--- src/sbpr_defs.vh ---
`ifndef SBPR_DEFS_VH
`define SBPR_DEFS_VH
// register indices (byte address = 4 * index)
`define SBPR_IDX_NODE_ID       4'h0
`define SBPR_IDX_HOLDOFF_GAP   4'h1
`define SBPR_IDX_EXT_PORTS     4'h2
`define SBPR_IDX_SPEED_DELAY   4'h3
`define SBPR_IDX_LINK_POWER    4'h4
`define SBPR_IDX_EVENT_CTRL    4'h5
`define SBPR_IDX_RSVD_SIX      4'h6
`define SBPR_IDX_PAGE_SEL      4'h7
// paged range starts here
`define SBPR_IDX_PAGED_BASE    4'h8
// reserved pages
`define SBPR_PAGE_RSVD_LO      3'h2
`define SBPR_PAGE_RSVD_HI      3'h6
// constant fields
`define SBPR_EXT_CODE          3'h7
`define SBPR_PORT_COUNT        4'h2
`define SBPR_SPEED_CODE        3'h2
`define SBPR_DELAY_CODE        4'h0
`define SBPR_JITTER_CODE       3'h0
// reset values
`define SBPR_GAP_RESET         6'h3f
`define SBPR_LINK_CTRL_RESET   1'b1
// field positions
`define SBPR_PAGE_SEL_LSB      5
`define SBPR_PORT_SEL_LSB      0
// long bus reset duration
`define SBPR_LONG_RESET_US     166
`define SBPR_CLK_MHZ           200
`endif

--- src/sbpr_regs.v ---
// The Avalon-MM interface to the registers is this design's own decision.
`timescale 1ns/10ps
`default_nettype none
`include "sbpr_defs.vh"
module sbpr_regs #(
	parameter integer LONG_RESET_CYCLES =
		`SBPR_LONG_RESET_US * `SBPR_CLK_MHZ
) (
	// clock and reset
	input  wire        clk,
	input  wire        rst,
	// avalon-mm slave
	input  wire [5:0]  avs_address,
	input  wire        avs_read,
	input  wire        avs_write,
	input  wire [31:0] avs_writedata,
	output reg  [31:0] avs_readdata,
	output wire        avs_waitrequest,
	// phy core status
	input  wire        cable_power_pin,
	input  wire        self_id_done,
	input  wire [5:0]  self_id_phys_id,
	input  wire        tree_id_root,
	input  wire        phy_config_valid,
	input  wire [5:0]  phy_config_gap,
	input  wire        bus_busy,
	input  wire        bus_reset_event,
	// phy core control
	output reg         long_bus_reset_active,
	output wire        root_holdoff_out,
	output wire [5:0]  gap_count_out,
	output wire        node_id_valid,
	output wire [7:0]  page_sel_out
);

////////////////////////////////////////////////////////////////////////////
// pin synchroniser
reg [2:0] cps_sync_reg;
reg       cable_power_status_reg;
always @(posedge clk) begin
	if (rst) begin
		cps_sync_reg <= 3'h0;
	end else begin
		cps_sync_reg <= {cps_sync_reg[1:0], cable_power_pin};
	end
end

always @(posedge clk) begin
	if (rst) begin
		cable_power_status_reg <= 1'b0;
	end else if (cps_sync_reg[1] == cps_sync_reg[2]) begin
		cable_power_status_reg <= cps_sync_reg[2];
	end
end

////////////////////////////////////////////////////////////////////////////
// bus access
reg        ack_reg;
wire       acc = (avs_read | avs_write) & ~ack_reg;
assign avs_waitrequest = (avs_read | avs_write) & ~ack_reg;
wire [3:0] idx = avs_address[5:2];
wire       in_range = (avs_address[1:0] == 2'b00);
wire       wr = avs_write & ack_reg & in_range;
wire [7:0] wd = avs_writedata[7:0];

always @(posedge clk) begin
	if (rst) begin
		ack_reg <= 1'b0;
	end else begin
		ack_reg <= acc;
	end
end

////////////////////////////////////////////////////////////////////////////
// register state
reg  [5:0]  node_phys_identifier_reg;
reg  [5:0]  node_phys_identifier_next;
reg         node_id_valid_reg;
reg         node_id_valid_next;
reg         root_reg;
reg         root_next;
reg         root_holdoff_reg;
reg         root_holdoff_next;
reg         long_bus_reset_request_reg;
reg         long_bus_reset_request_next;
reg  [5:0]  gap_count_reg;
reg  [5:0]  gap_count_next;
reg         gap_updated_reg;
reg         gap_updated_next;
reg         link_ctrl_reg;
reg         link_ctrl_next;
reg         contender_reg;
reg         contender_next;
reg  [2:0]  pwr_class_reg;
reg  [2:0]  pwr_class_next;
reg  [7:0]  event_ctrl_reg;
reg  [7:0]  event_ctrl_next;
reg  [7:0]  page_port_reg;
reg  [7:0]  page_port_next;
reg  [31:0] lbr_cnt_reg;
reg  [31:0] lbr_cnt_next;
reg         long_bus_reset_active_next;

////////////////////////////////////////////////////////////////////////////
// write strobes per register
wire wr_hold  = wr & (idx == `SBPR_IDX_HOLDOFF_GAP);
wire wr_power = wr & (idx == `SBPR_IDX_LINK_POWER);
wire wr_event = wr & (idx == `SBPR_IDX_EVENT_CTRL);
wire wr_page  = wr & (idx == `SBPR_IDX_PAGE_SEL);
wire gap_wr   = wr_hold;
wire gap_idle = ~gap_updated_reg & ~gap_wr & ~phy_config_valid;
// long bus reset waits for idle bus
wire lbr_start = long_bus_reset_request_reg & ~long_bus_reset_active
	& ~bus_busy;

////////////////////////////////////////////////////////////////////////////
// node identifier
always @* begin
	node_phys_identifier_next = node_phys_identifier_reg;
	node_id_valid_next = node_id_valid_reg;
	if (self_id_done) begin
		node_phys_identifier_next = self_id_phys_id;
		node_id_valid_next = 1'b1;
	end
	if (bus_reset_event) begin
		node_id_valid_next = 1'b0;
	end
end

always @(posedge clk) begin
	if (rst) begin
		node_phys_identifier_reg <= 6'h00;
		node_id_valid_reg <= 1'b0;
	end else begin
		node_phys_identifier_reg <= node_phys_identifier_next;
		node_id_valid_reg <= node_id_valid_next;
	end
end

////////////////////////////////////////////////////////////////////////////
// root flag
always @* begin
	root_next = root_reg;
	if (tree_id_root) begin
		root_next = 1'b1;
	end
	if (bus_reset_event) begin
		root_next = 1'b0;
	end
end

always @(posedge clk) begin
	if (rst) begin
		root_reg <= 1'b0;
	end else begin
		root_reg <= root_next;
	end
end

////////////////////////////////////////////////////////////////////////////
// root holdoff and long reset request
always @* begin
	root_holdoff_next = root_holdoff_reg;
	long_bus_reset_request_next = long_bus_reset_request_reg;
	if (lbr_start) begin
		long_bus_reset_request_next = 1'b0;
	end
	if (wr_hold) begin
		root_holdoff_next = wd[7];
		if (wd[6]) begin
			long_bus_reset_request_next = 1'b1;
		end
	end
	if (bus_reset_event) begin
		long_bus_reset_request_next = 1'b0;
	end
end

always @(posedge clk) begin
	if (rst) begin
		root_holdoff_reg <= 1'b0;
		long_bus_reset_request_reg <= 1'b0;
	end else begin
		root_holdoff_reg <= root_holdoff_next;
		long_bus_reset_request_reg <= long_bus_reset_request_next;
	end
end

////////////////////////////////////////////////////////////////////////////
// gap count
always @* begin
	gap_count_next = gap_count_reg;
	gap_updated_next = gap_updated_reg;
	if (gap_wr) begin
		gap_count_next = wd[5:0];
		gap_updated_next = 1'b1;
	end else if (phy_config_valid) begin
		gap_count_next = phy_config_gap;
		gap_updated_next = 1'b1;
	end
	if (bus_reset_event) begin
		gap_updated_next = 1'b0;
		if (gap_idle) begin
			gap_count_next = `SBPR_GAP_RESET;
		end
	end
end

always @(posedge clk) begin
	if (rst) begin
		gap_count_reg <= `SBPR_GAP_RESET;
		gap_updated_reg <= 1'b0;
	end else begin
		gap_count_reg <= gap_count_next;
		gap_updated_reg <= gap_updated_next;
	end
end

////////////////////////////////////////////////////////////////////////////
// link activity and power
always @* begin
	link_ctrl_next = link_ctrl_reg;
	contender_next = contender_reg;
	pwr_class_next = pwr_class_reg;
	if (wr_power) begin
		link_ctrl_next = wd[7];
		contender_next = wd[6];
		pwr_class_next = wd[2:0];
	end
end

always @(posedge clk) begin
	if (rst) begin
		link_ctrl_reg <= `SBPR_LINK_CTRL_RESET;
		contender_reg <= 1'b0;
		pwr_class_reg <= 3'h0;
	end else begin
		link_ctrl_reg <= link_ctrl_next;
		contender_reg <= contender_next;
		pwr_class_reg <= pwr_class_next;
	end
end

////////////////////////////////////////////////////////////////////////////
// event control and page selection
always @* begin
	event_ctrl_next = event_ctrl_reg;
	page_port_next = page_port_reg;
	if (wr_event) begin
		event_ctrl_next = wd;
	end
	if (wr_page) begin
		page_port_next = {wd[7:5], 1'b0, wd[3:0]};
	end
end

always @(posedge clk) begin
	if (rst) begin
		event_ctrl_reg <= 8'h00;
		page_port_reg <= 8'h00;
	end else begin
		event_ctrl_reg <= event_ctrl_next;
		page_port_reg <= page_port_next;
	end
end

////////////////////////////////////////////////////////////////////////////
// long bus reset timer, request consumed at start
always @* begin
	long_bus_reset_active_next = long_bus_reset_active;
	lbr_cnt_next = lbr_cnt_reg;
	if (lbr_start) begin
		long_bus_reset_active_next = 1'b1;
		lbr_cnt_next = LONG_RESET_CYCLES - 1;
	end else if (long_bus_reset_active) begin
		if (lbr_cnt_reg == 32'h0000_0000) begin
			long_bus_reset_active_next = 1'b0;
		end else begin
			lbr_cnt_next = lbr_cnt_reg - 32'h0000_0001;
		end
	end
end

always @(posedge clk) begin
	if (rst) begin
		long_bus_reset_active <= 1'b0;
		lbr_cnt_reg <= 32'h0000_0000;
	end else begin
		long_bus_reset_active <= long_bus_reset_active_next;
		lbr_cnt_reg <= lbr_cnt_next;
	end
end

////////////////////////////////////////////////////////////////////////////
// read mux
wire [2:0] page = page_port_reg[7:5];
wire       page_rsvd = (page >= `SBPR_PAGE_RSVD_LO)
	&& (page <= `SBPR_PAGE_RSVD_HI);
wire [7:0] node_val = {node_phys_identifier_reg, root_reg,
	cable_power_status_reg};
wire [7:0] hold_val = {root_holdoff_reg, long_bus_reset_request_reg,
	gap_count_reg};
wire [7:0] ext_val = {`SBPR_EXT_CODE, 1'b0, `SBPR_PORT_COUNT};
wire [7:0] speed_val = {`SBPR_SPEED_CODE, 1'b0, `SBPR_DELAY_CODE};
wire [7:0] power_val = {link_ctrl_reg, contender_reg, `SBPR_JITTER_CODE,
	pwr_class_reg};
reg  [7:0] rd;

always @* begin
	rd = 8'h00;
	if (!in_range) begin
		rd = 8'h00;
	end else if (idx == `SBPR_IDX_NODE_ID) begin
		rd = node_val;
	end else if (idx == `SBPR_IDX_HOLDOFF_GAP) begin
		rd = hold_val;
	end else if (idx == `SBPR_IDX_EXT_PORTS) begin
		rd = ext_val;
	end else if (idx == `SBPR_IDX_SPEED_DELAY) begin
		rd = speed_val;
	end else if (idx == `SBPR_IDX_LINK_POWER) begin
		rd = power_val;
	end else if (idx == `SBPR_IDX_EVENT_CTRL) begin
		rd = event_ctrl_reg;
	end else if (idx == `SBPR_IDX_RSVD_SIX) begin
		rd = 8'h00;
	end else if (idx == `SBPR_IDX_PAGE_SEL) begin
		rd = page_port_reg;
	end else if (page_rsvd) begin
		rd = 8'h00;
	end else begin
		rd = 8'h00;
	end
end

////////////////////////////////////////////////////////////////////////////
// read data register
always @(posedge clk) begin
	if (rst) begin
		avs_readdata <= 32'h0000_0000;
	end else if (acc && avs_read) begin
		avs_readdata <= {24'h00_0000, rd};
	end
end

////////////////////////////////////////////////////////////////////////////
// core side copies
assign root_holdoff_out = root_holdoff_reg;
assign gap_count_out = gap_count_reg;
assign node_id_valid = node_id_valid_reg;
assign page_sel_out = page_port_reg;

endmodule
`default_nettype wire

--- config.mk ---
export PLATFORM = sky130hd
export DESIGN_NAME = sbpr_regs
export DESIGN_NICKNAME = d
export VERILOG_FILES = /design/src/sbpr_regs.v
export VERILOG_INCLUDE_DIRS = /design/src
export SDC_FILE = /design/constraint.sdc
export NUM_CORES = 1
export LEC_CHECK = 0
export BUFFER_PORTS_ARGS = -buffer_cell sky130_fd_sc_hd__clkbuf_2
export CAP_MARGIN = 20
export CORE_UTILIZATION = 40
export CTS_CLUSTER_DIAMETER = 30
export DETAILED_ROUTE_END_ITERATION = 8
export PLACE_DENSITY = 0.66
export RECOVER_POWER = 50
export SETUP_SLACK_MARGIN = 0.3
export SLEW_MARGIN = 20
export SYNTH_ARGS = -nofsm -noshare
export SYNTH_HDL_FRONTEND = slang
export SYNTH_SLANG_ARGS = --single-unit
--- constraint.sdc ---
create_clock -name clk -period 2.2 [get_ports clk]
set_input_delay 0 -clock clk [delete_from_list [all_inputs] [get_ports clk]]
set_output_delay 0 -clock clk [all_outputs]
set_load 0.02 [all_outputs]
# --- After elaboration in Yosys (flattened, before gate mapping) ---
# Cells that the tools add are included.
totals:
  reg_bits: 83
  output_inout_bits: 50
  wordCells: 82
classes:
  add_sub_neg: 1
  n_eq_ne: 9
  muxes: 24
  n_bitwise: 19
  reduce_logical: 10
ops:
  columns: ["op", "count"]
  rows:
  - ["two-way mux 8 bit", 9]
  - ["two-way mux 16 bit", 3]
  - ["zero test 32 bit", 1]
  - ["subtractor 32 x 1 -> 32 bit (second input constant)", 1]
  - ["two-way mux 6 bit", 4]
  - ["equality test 4 x 3 -> 1 bit (second input constant)", 4]
  - ["bitwise AND 1 bit", 11]
  - ["equality test 4 x 2 -> 1 bit (second input constant)", 2]
  - ["two-way mux 1 bit", 8]
  - ["inverter 1 bit", 7]
  - ["equality test 4 x 1 -> 1 bit (second input constant)", 1]
  - ["zero test 4 bit", 1]
  - ["AND reduction 2 bit", 2]
  - ["nonzero test 2 bit", 2]
  - ["OR reduction 2 bit", 2]
  - ["zero test 2 bit", 1]
  - ["!= test 2 bit (second input constant)", 1]
  - ["equality test 1 bit", 1]
  - ["logical AND 1 bit", 1]
  - ["bitwise OR 1 bit", 1]

# --- Depth between registers and ports, before layout ---
# Gate-level depths: netlist (run 1).
logic_depth:
  depth_word: 10
  ltp_mapped: 7
  depth_no_buf: 7

# --- Worst setup path before layout (run 1) ---
# Ideal clock, no wire load.
synth_path:
  path_type: "register to register"
  startpoint: "reg lbr_cnt_reg[15]"
  endpoint: "reg lbr_cnt_reg[29]"
  setup_time_ps: 72
  arrival_time_ps: 2143
  setup_slack_ps: -15
  stages_incl_launch_ff: 7
  path_buffers: 1
  path_cell_list: "dfxtp_1 or4_4 or4_4 buf_6 nor3_4 nor3b_2 mux2i_1"
synth_between:
  elab_chain_len: 3
  elab_cells_between_ends: 4
synth_lines:
  columns: ["element", "line_no", "rtl"]
  rows:
  - ["start: declaration", "sbpr_regs.v:100", "reg [31:0] lbr_cnt_reg;"]
  - ["start signal: assignment", "sbpr_regs.v:290", "lbr_cnt_reg <= lbr_cnt_next;"]
  - ["branches (longest 3 deep; another with subtractor 32 x 1 -> 32 bit)", null, null]
# Several ways; the timed one is not identified.
# A chain may end at the register's enable or synchronous reset.

# --- Final worst setup path (run 1) ---
layout_path:
  startpoint: "reg lbr_cnt_reg[12]"
  endpoint: "reg lbr_cnt_reg[29]"
# The elaborated chain is that of the path after synthesis.

==> flow_summary.yaml, run 1 <==
logic_synthesis:
  synth_edf_count: 0
  synth_area_per_cell_um2: 8.65
  synth_area_leader_cell: "dfxtp_1"
  ys_warn_count: 0
  synth.area.top_cells: "dfxtp_1 40%, mux2i_1 8.5%, nor2_1 5.8%"
  ys_seq_area_share_pct: 40.5
  synth.distinct_cells: 57
  ys_ff_latch: 83
  synth_top_area_share_pct: 40.5
  yosysMostFrequentCell: "dfxtp_1"
  synth-main-ff-cell: "dfxtp_1"
  netlist_instances: 475
  async_flop_share_pct: 0
  synth_common_cells: "83 x dfxtp_1, 63 x nor2_1, 35 x mux2i_1, 30 x a21oi_1, 25 x buf_4"
  netlist_area_mm2: 0.00411
place:
  post-place-ws_ns: -0.0336
  routabilityCongestion: 0.766
  dp.cells: 665
  place_area_mm2: 0.00460
  portBuffers: 60
  post-dp-hpwl_mm: 7.10
final_layout:
  diodes: 0
  nets: 646
  fin_util_pct: 53.8
  area_growth_pct: 29.2
  fillers: 922
  largest_register_ffs: 32
  drive_gt1_share_pct: 23.0
  multi_input_area_mm2: 0.00242
  ff_latch_area_mm2: 0.00167
  final_cell_area_mm2: 0.00531
  stdcell_count: 721
drt:
  wirelength_mm: 10.5
  drc: 0
  dr.first_iter.drc_count: 157
  wl_per_cell_um: 14.5
  viasPerCell: 5.35
  num_vias: 3858
  ant_nets: 0
  first_pass_iters: 4
critical_path:
  worstPathArrival_ns: 2.46
  r2r_start: "lbr_cnt_reg[12]"
  endpoint: "lbr_cnt_reg[29]"
  startpoint_type: "register"
  r2r_slack_ns: 0.03
  crit_start: "lbr_cnt_reg[12]"
  reg2reg_to: "lbr_cnt_reg[29]"
  critPathMaxFanout: 8
  required_ns: 2.49
  crit_type: "reg -> reg"
  endpoint_kind: "register"
  ff2ff_path_depth: 5
clock_network:
  clock_latency_ns: 0.35
  clk_pin_slew_worst_paths_ns: 0.09
  cts_buffers: 9
  cts_tree: "built"
  root_buffer: "clkbuf_8"
  cts_max_level: 3
  clk_path_buf_depth: 2
  clock_sinks: 83
floorplan:
  io_pins: 110
  die_height_um: 103
  dieArea_mm2: 0.0107
  coreArea_mm2: 0.00986
  initial_core_util_pct: 41.6
  rows: 36
  die_w_um: 103
pwr:
  ir_drop_v: 0.000354
  power.density_mw_per_mm2: 567
  leakagePower_nw: 2.17
sta:
  rsz0062_at_grt: "yes"
  fin_ws_ns: 0.0301
  setup_viol: 0
  finalCritPeriodShare_pct: 98.6
  post-route-min-period_ns: 2.17
  slew_violations: 0
  tightest_slew_ns: 0.626
  fin_skew_ns: 0.0161
  finalHoldViolCount: 0
  fmax_mhz: 461
  slew_headroom_pct: 58.1
global_route:
  grt_usage_pct: 19.5
  grt_pass1_wl_mm: 16.1
  grt_antenna_before_repair: 0
  first_global_vias: 3339
  grt_start_max_net_pins: 24
  grt_overflow: 0
hold_path:
  min_path_type: "in -> reg"
status:
  status: "finished, final reports clean"
flow_run:
  max-cap-violations: 0
==> metal layers <==
metal	global-route usage [%]	share of wire, %
met1	24.8	46
met2	32.1	49
met3	4.64	4.6
met4	7.37	0.96
met5	0	0
==> critical path, cell delays in order (launching register included) <==
cell and delay (ns):
dfxtp_4 0.35, or4_4 0.52, or4_4 0.68, nor3_4 0.17, nor3b_2 0.20, mux2i_1 0.19
==> layout by cell type, fill, tap and decap left out, types with 5 or more instances in the layout <==
cell type	instances
nor3_1	13
or2_2	7
dlygate4sd3_1	26
mux2i_1	35
or4_4	5
o21ai_0	14
clkbuf_8	9
a21oi_1	28
nand3_1	7
o31ai_1	5
clkbuf_1	27
dfxtp_1	79
nor4_1	5
clkbuf_2	35
nor2b_1	12
or4_1	7
buf_4	32
nor2_1	61
nand2_1	24
nand4_1	7
or3_1	16
a22oi_1	8
conb_1	25
a211oi_1	9
inv_1	5
==> power by group <==
| part | leakage (nW) | internal (mW) | switching (mW) |
|---|---|---|---|
| clock | 0.110 | 0.638 | 0.552 |
| combinational | 1.38 | 0.107 | 0.176 |
| sequential | 0.675 | 1.52 | 0.0134 |
==> logic make-up after synthesis <==
kind of cell,after synthesis,share of synthesized area [%]
muxes,37,9.08
xor gates and xnor gates,7,1.49
DFF,83,40.5
AOI/OAI and AO/OA,94,14.9
and+or+nand+nor,195,25.8
adders and majority gates,2,0.609
other,1,0.0913
buffers and inverters,56,7.58
==> how the worst min path moves through the flow <==
stage                               start              end  slack, ns  cells after the start
after floorplan           bus_reset_event  gap_updated_reg       0.08                      1
final                            bus_busy   lbr_cnt_reg[8]       0.07                      4
after global routing             bus_busy   lbr_cnt_reg[8]       0.09                      4
after detailed placement  cable_power_pin  cps_sync_reg[0]       0.23                      2
after global placement    cable_power_pin  cps_sync_reg[0]       0.22                      2
after CTS                  avs_address[3]  avs_readdata[4]       0.06                      4
==> stage by stage <==
stage               hold slack [ns]  TNS [ns]  power, mW
CTS                          0.0645         0       3.04
detailed placement            0.226   -0.0529       1.82
floorplan                    0.0793         0       1.77
global placement              0.220   -0.0315       1.81
global route                 0.0927    -0.278       3.13
finish                       0.0717         0       3.01
==> area by class of cell <==
class / count / area share (%)
tap: 133 / 3.14
clock buffer: 9 / 2.33
timing repair buffer: 123 / 15.4
inverter: 5 / 0.354
clock inverter: 6 / 1.65
multi-input combinational: 362 / 45.6
sequential: 83 / 31.4
==> what timing repair did <==
item / 4_1_cts / 5_1_grt
pin swaps: 7 / 14
buffers inserted: 9 / 4
endpoints found under the hold margin: 38 / 0
resized for setup: 11 / 22
hold buffers: 26 / 0
gates cloned: 1 / 1
endpoints found under the setup margin: 33 / 33
(Power assumes the default switching activity.)
==> run 2, diff against run 1 <==
- BUFFER_PORTS_ARGS: -buffer_cell sky130_fd_sc_hd__clkbuf_2 -> -buffer_cell sky130_fd_sc_hd__buf_4
- PLACE_DENSITY: 0.66 -> not set
- clock period: 2.2 -> 2.7 ns (I/O delays scaled with it)
==> run 2 against run 1 <==
Compared with the run above:
- wire length is 4.2% lower
- register-to-register slack better by 0.35 ns
- via count shrank 6.5%
- cell count is 4.3% lower
- worst setup slack gained 0.35 ns
- maximum frequency shrank 6.5%
- largest cell class unchanged
- die area did not move
- clock skew down 0.0075 ns
==> flow_summary.yaml, run 2 (same netlist as run 1, synthesis figures left out) <==
clock_network:
  clock_latency_ns: 0.36
  cts_tree: "built"
  cts_max_level: 3
  cts_buffers: 9
  post_cts_buffers: 0
  clk_path_buf_depth: 2
  clock_sinks: 83
  root_buffer: "clkbuf_8"
  clk_pin_slew_worst_paths_ns: 0.09
drt:
  viasPerCell: 5.23
  wl_per_cell_um: 14.5
  first_pass_iters: 4
  drc: 0
  ant_nets: 0
  dr.first_iter.drc_count: 178
  num_vias: 3607
  wirelength_mm: 10.0
floorplan:
  die_height_um: 103
  rows: 36
  coreArea_mm2: 0.00986
  io_pins: 110
  die_w_um: 103
  dieArea_mm2: 0.0107
  initial_core_util_pct: 41.6
sta:
  post-route-min-period_ns: 2.32
  rsz0062_at_grt: "yes"
  slew_headroom_pct: 38.9
  setup_viol: 0
  fin_skew_ns: 0.00862
  setup-tns-final_ns: 0
  finalHoldViolCount: 0
  fmax_mhz: 431
  tightest_slew_ns: 0.917
  finalCritPeriodShare_pct: 86.0
  slew_violations: 0
place:
  routabilityCongestion: 0.771
  portBuffers: 60
  post-dp-hpwl_mm: 6.86
critical_path:
  crit_type: "reg -> reg"
  endpoint_kind: "register"
  startpoint_type: "register"
  critPathMaxFanout: 9
  worstPathArrival_ns: 2.54
  ff2ff_path_depth: 5
  required_ns: 2.92
global_route:
  grt_start_max_net_pins: 62
  first_global_vias: 3231
  grt_overflow: 0
  grt_pass1_wl_mm: 15.6
  grt_usage_pct: 18.9
  grt_antenna_before_repair: 0
pwr:
  total_power_mw: 2.60
  power.density_mw_per_mm2: 518
  ir_drop_v: 0.000389
  leakagePower_nw: 2.00
final_layout:
  layout_commonest_cell: "dfxtp_1"
  nets: 614
  largest_register_ffs: 32
  layout_common_cells: "83 x dfxtp_1, 63 x nor2_1, 35 x mux2i_1, 35 x buf_4, 30 x a21oi_1"
  diodes: 0
  area_growth_pct: 22.1
  multi_input_area_mm2: 0.00225
  fillers: 965
  drive_gt1_share_pct: 13.8
  ff_latch_area_mm2: 0.00166
flow_run:
  max-cap-violations: 0
hold_path:
  whs_path_depth: 3
  min_path_type: "in -> reg"
status:
  status: "finished, final reports clean"
==> run 2: cell count changes in the layout (fill, tap and decap cells not counted), moves of 3 or more <==
cell,change
dlygate4sd3_1,+3
nor4_4,-3
buf_4,+3
nor4_1,+3
dfxtp_1,+4
clkbuf_2,-35
dfxtp_2,-3
o21ai_0,+4
o21ai_1,-4
==> run 2: worst max-delay path: stages (launching register included) <==
cell and delay [ns]:
dfxtp_1 0.36, or4_4 0.59, or4_4 0.67, o21ai_4 0.29, xor2_1 0.18, a21oi_1 0.09
==> run 2: final cells by class <==
cell class	instances	share of cell area, %
tap	133	3.32
inverter	5	0.374
timing repair buffer	93	13.3
sequential	83	33.1
clock buffer	10	2.74
multi-input combinational	360	44.8
clock inverter	6	2.24
==> run 2: layer usage <==
metal / vias to the layer above / routed length [µm] / track usage, % / part of all wire [%]
met5: - / 0 / 0 / 0
li1: 1822 / - / - / -
met2: 106 / 4630 / 29.7 / 46
met1: 1669 / 4740 / 25.3 / 47
met3: 10 / 557 / 4.97 / 5.6
met4: 0 / 102 / 6.18 / 1.0
==> run 2: path summary, 6_finish.rpt <==
| kind | from | endpoint | slack (ns) |
|---|---|---|---|
| max | lbr_cnt_reg[8] | lbr_cnt_reg[8] | 0.38 |
| min | phy_config_valid | gap_count_out[3] | 0.04 |
| max reg2reg | lbr_cnt_reg[8] | lbr_cnt_reg[8] | 0.38 |
| min reg2reg | cps_sync_reg[0] | cps_sync_reg[1] | 0.45 |
==> run 2: metrics by stage <==
stage,utilization [%],setup slack (ns),cells,cell area [µm²],hold WS [ns]
after global routing,50.8,0.293,690,5020,0.0543
after global placement,46.1,0.419,645,4550,0.217
after detailed placement,46.1,0.374,645,4550,0.223
after floorplan,-,0.485,499,4200,0.0793
after CTS,51.6,0.360,690,5090,0.0280
final,50.8,0.379,690,5020,0.0395
==> run 2: what timing repair did <==
item | in CTS | in global routing
setup endpoints to repair | 0 | 5
gates resized for setup | 0 | 5
endpoints found under the hold margin | 39 | 0
hold buffers | 29 | 0
==> run 2: where the power goes <==
| part | internal, mW | switching [mW] | leakage [nW] |
|---|---|---|---|
| logic | 0.100 | 0.142 | 1.20 |
| registers | 1.24 | 0.0110 | 0.672 |
| clock network | 0.641 | 0.465 | 0.126 |
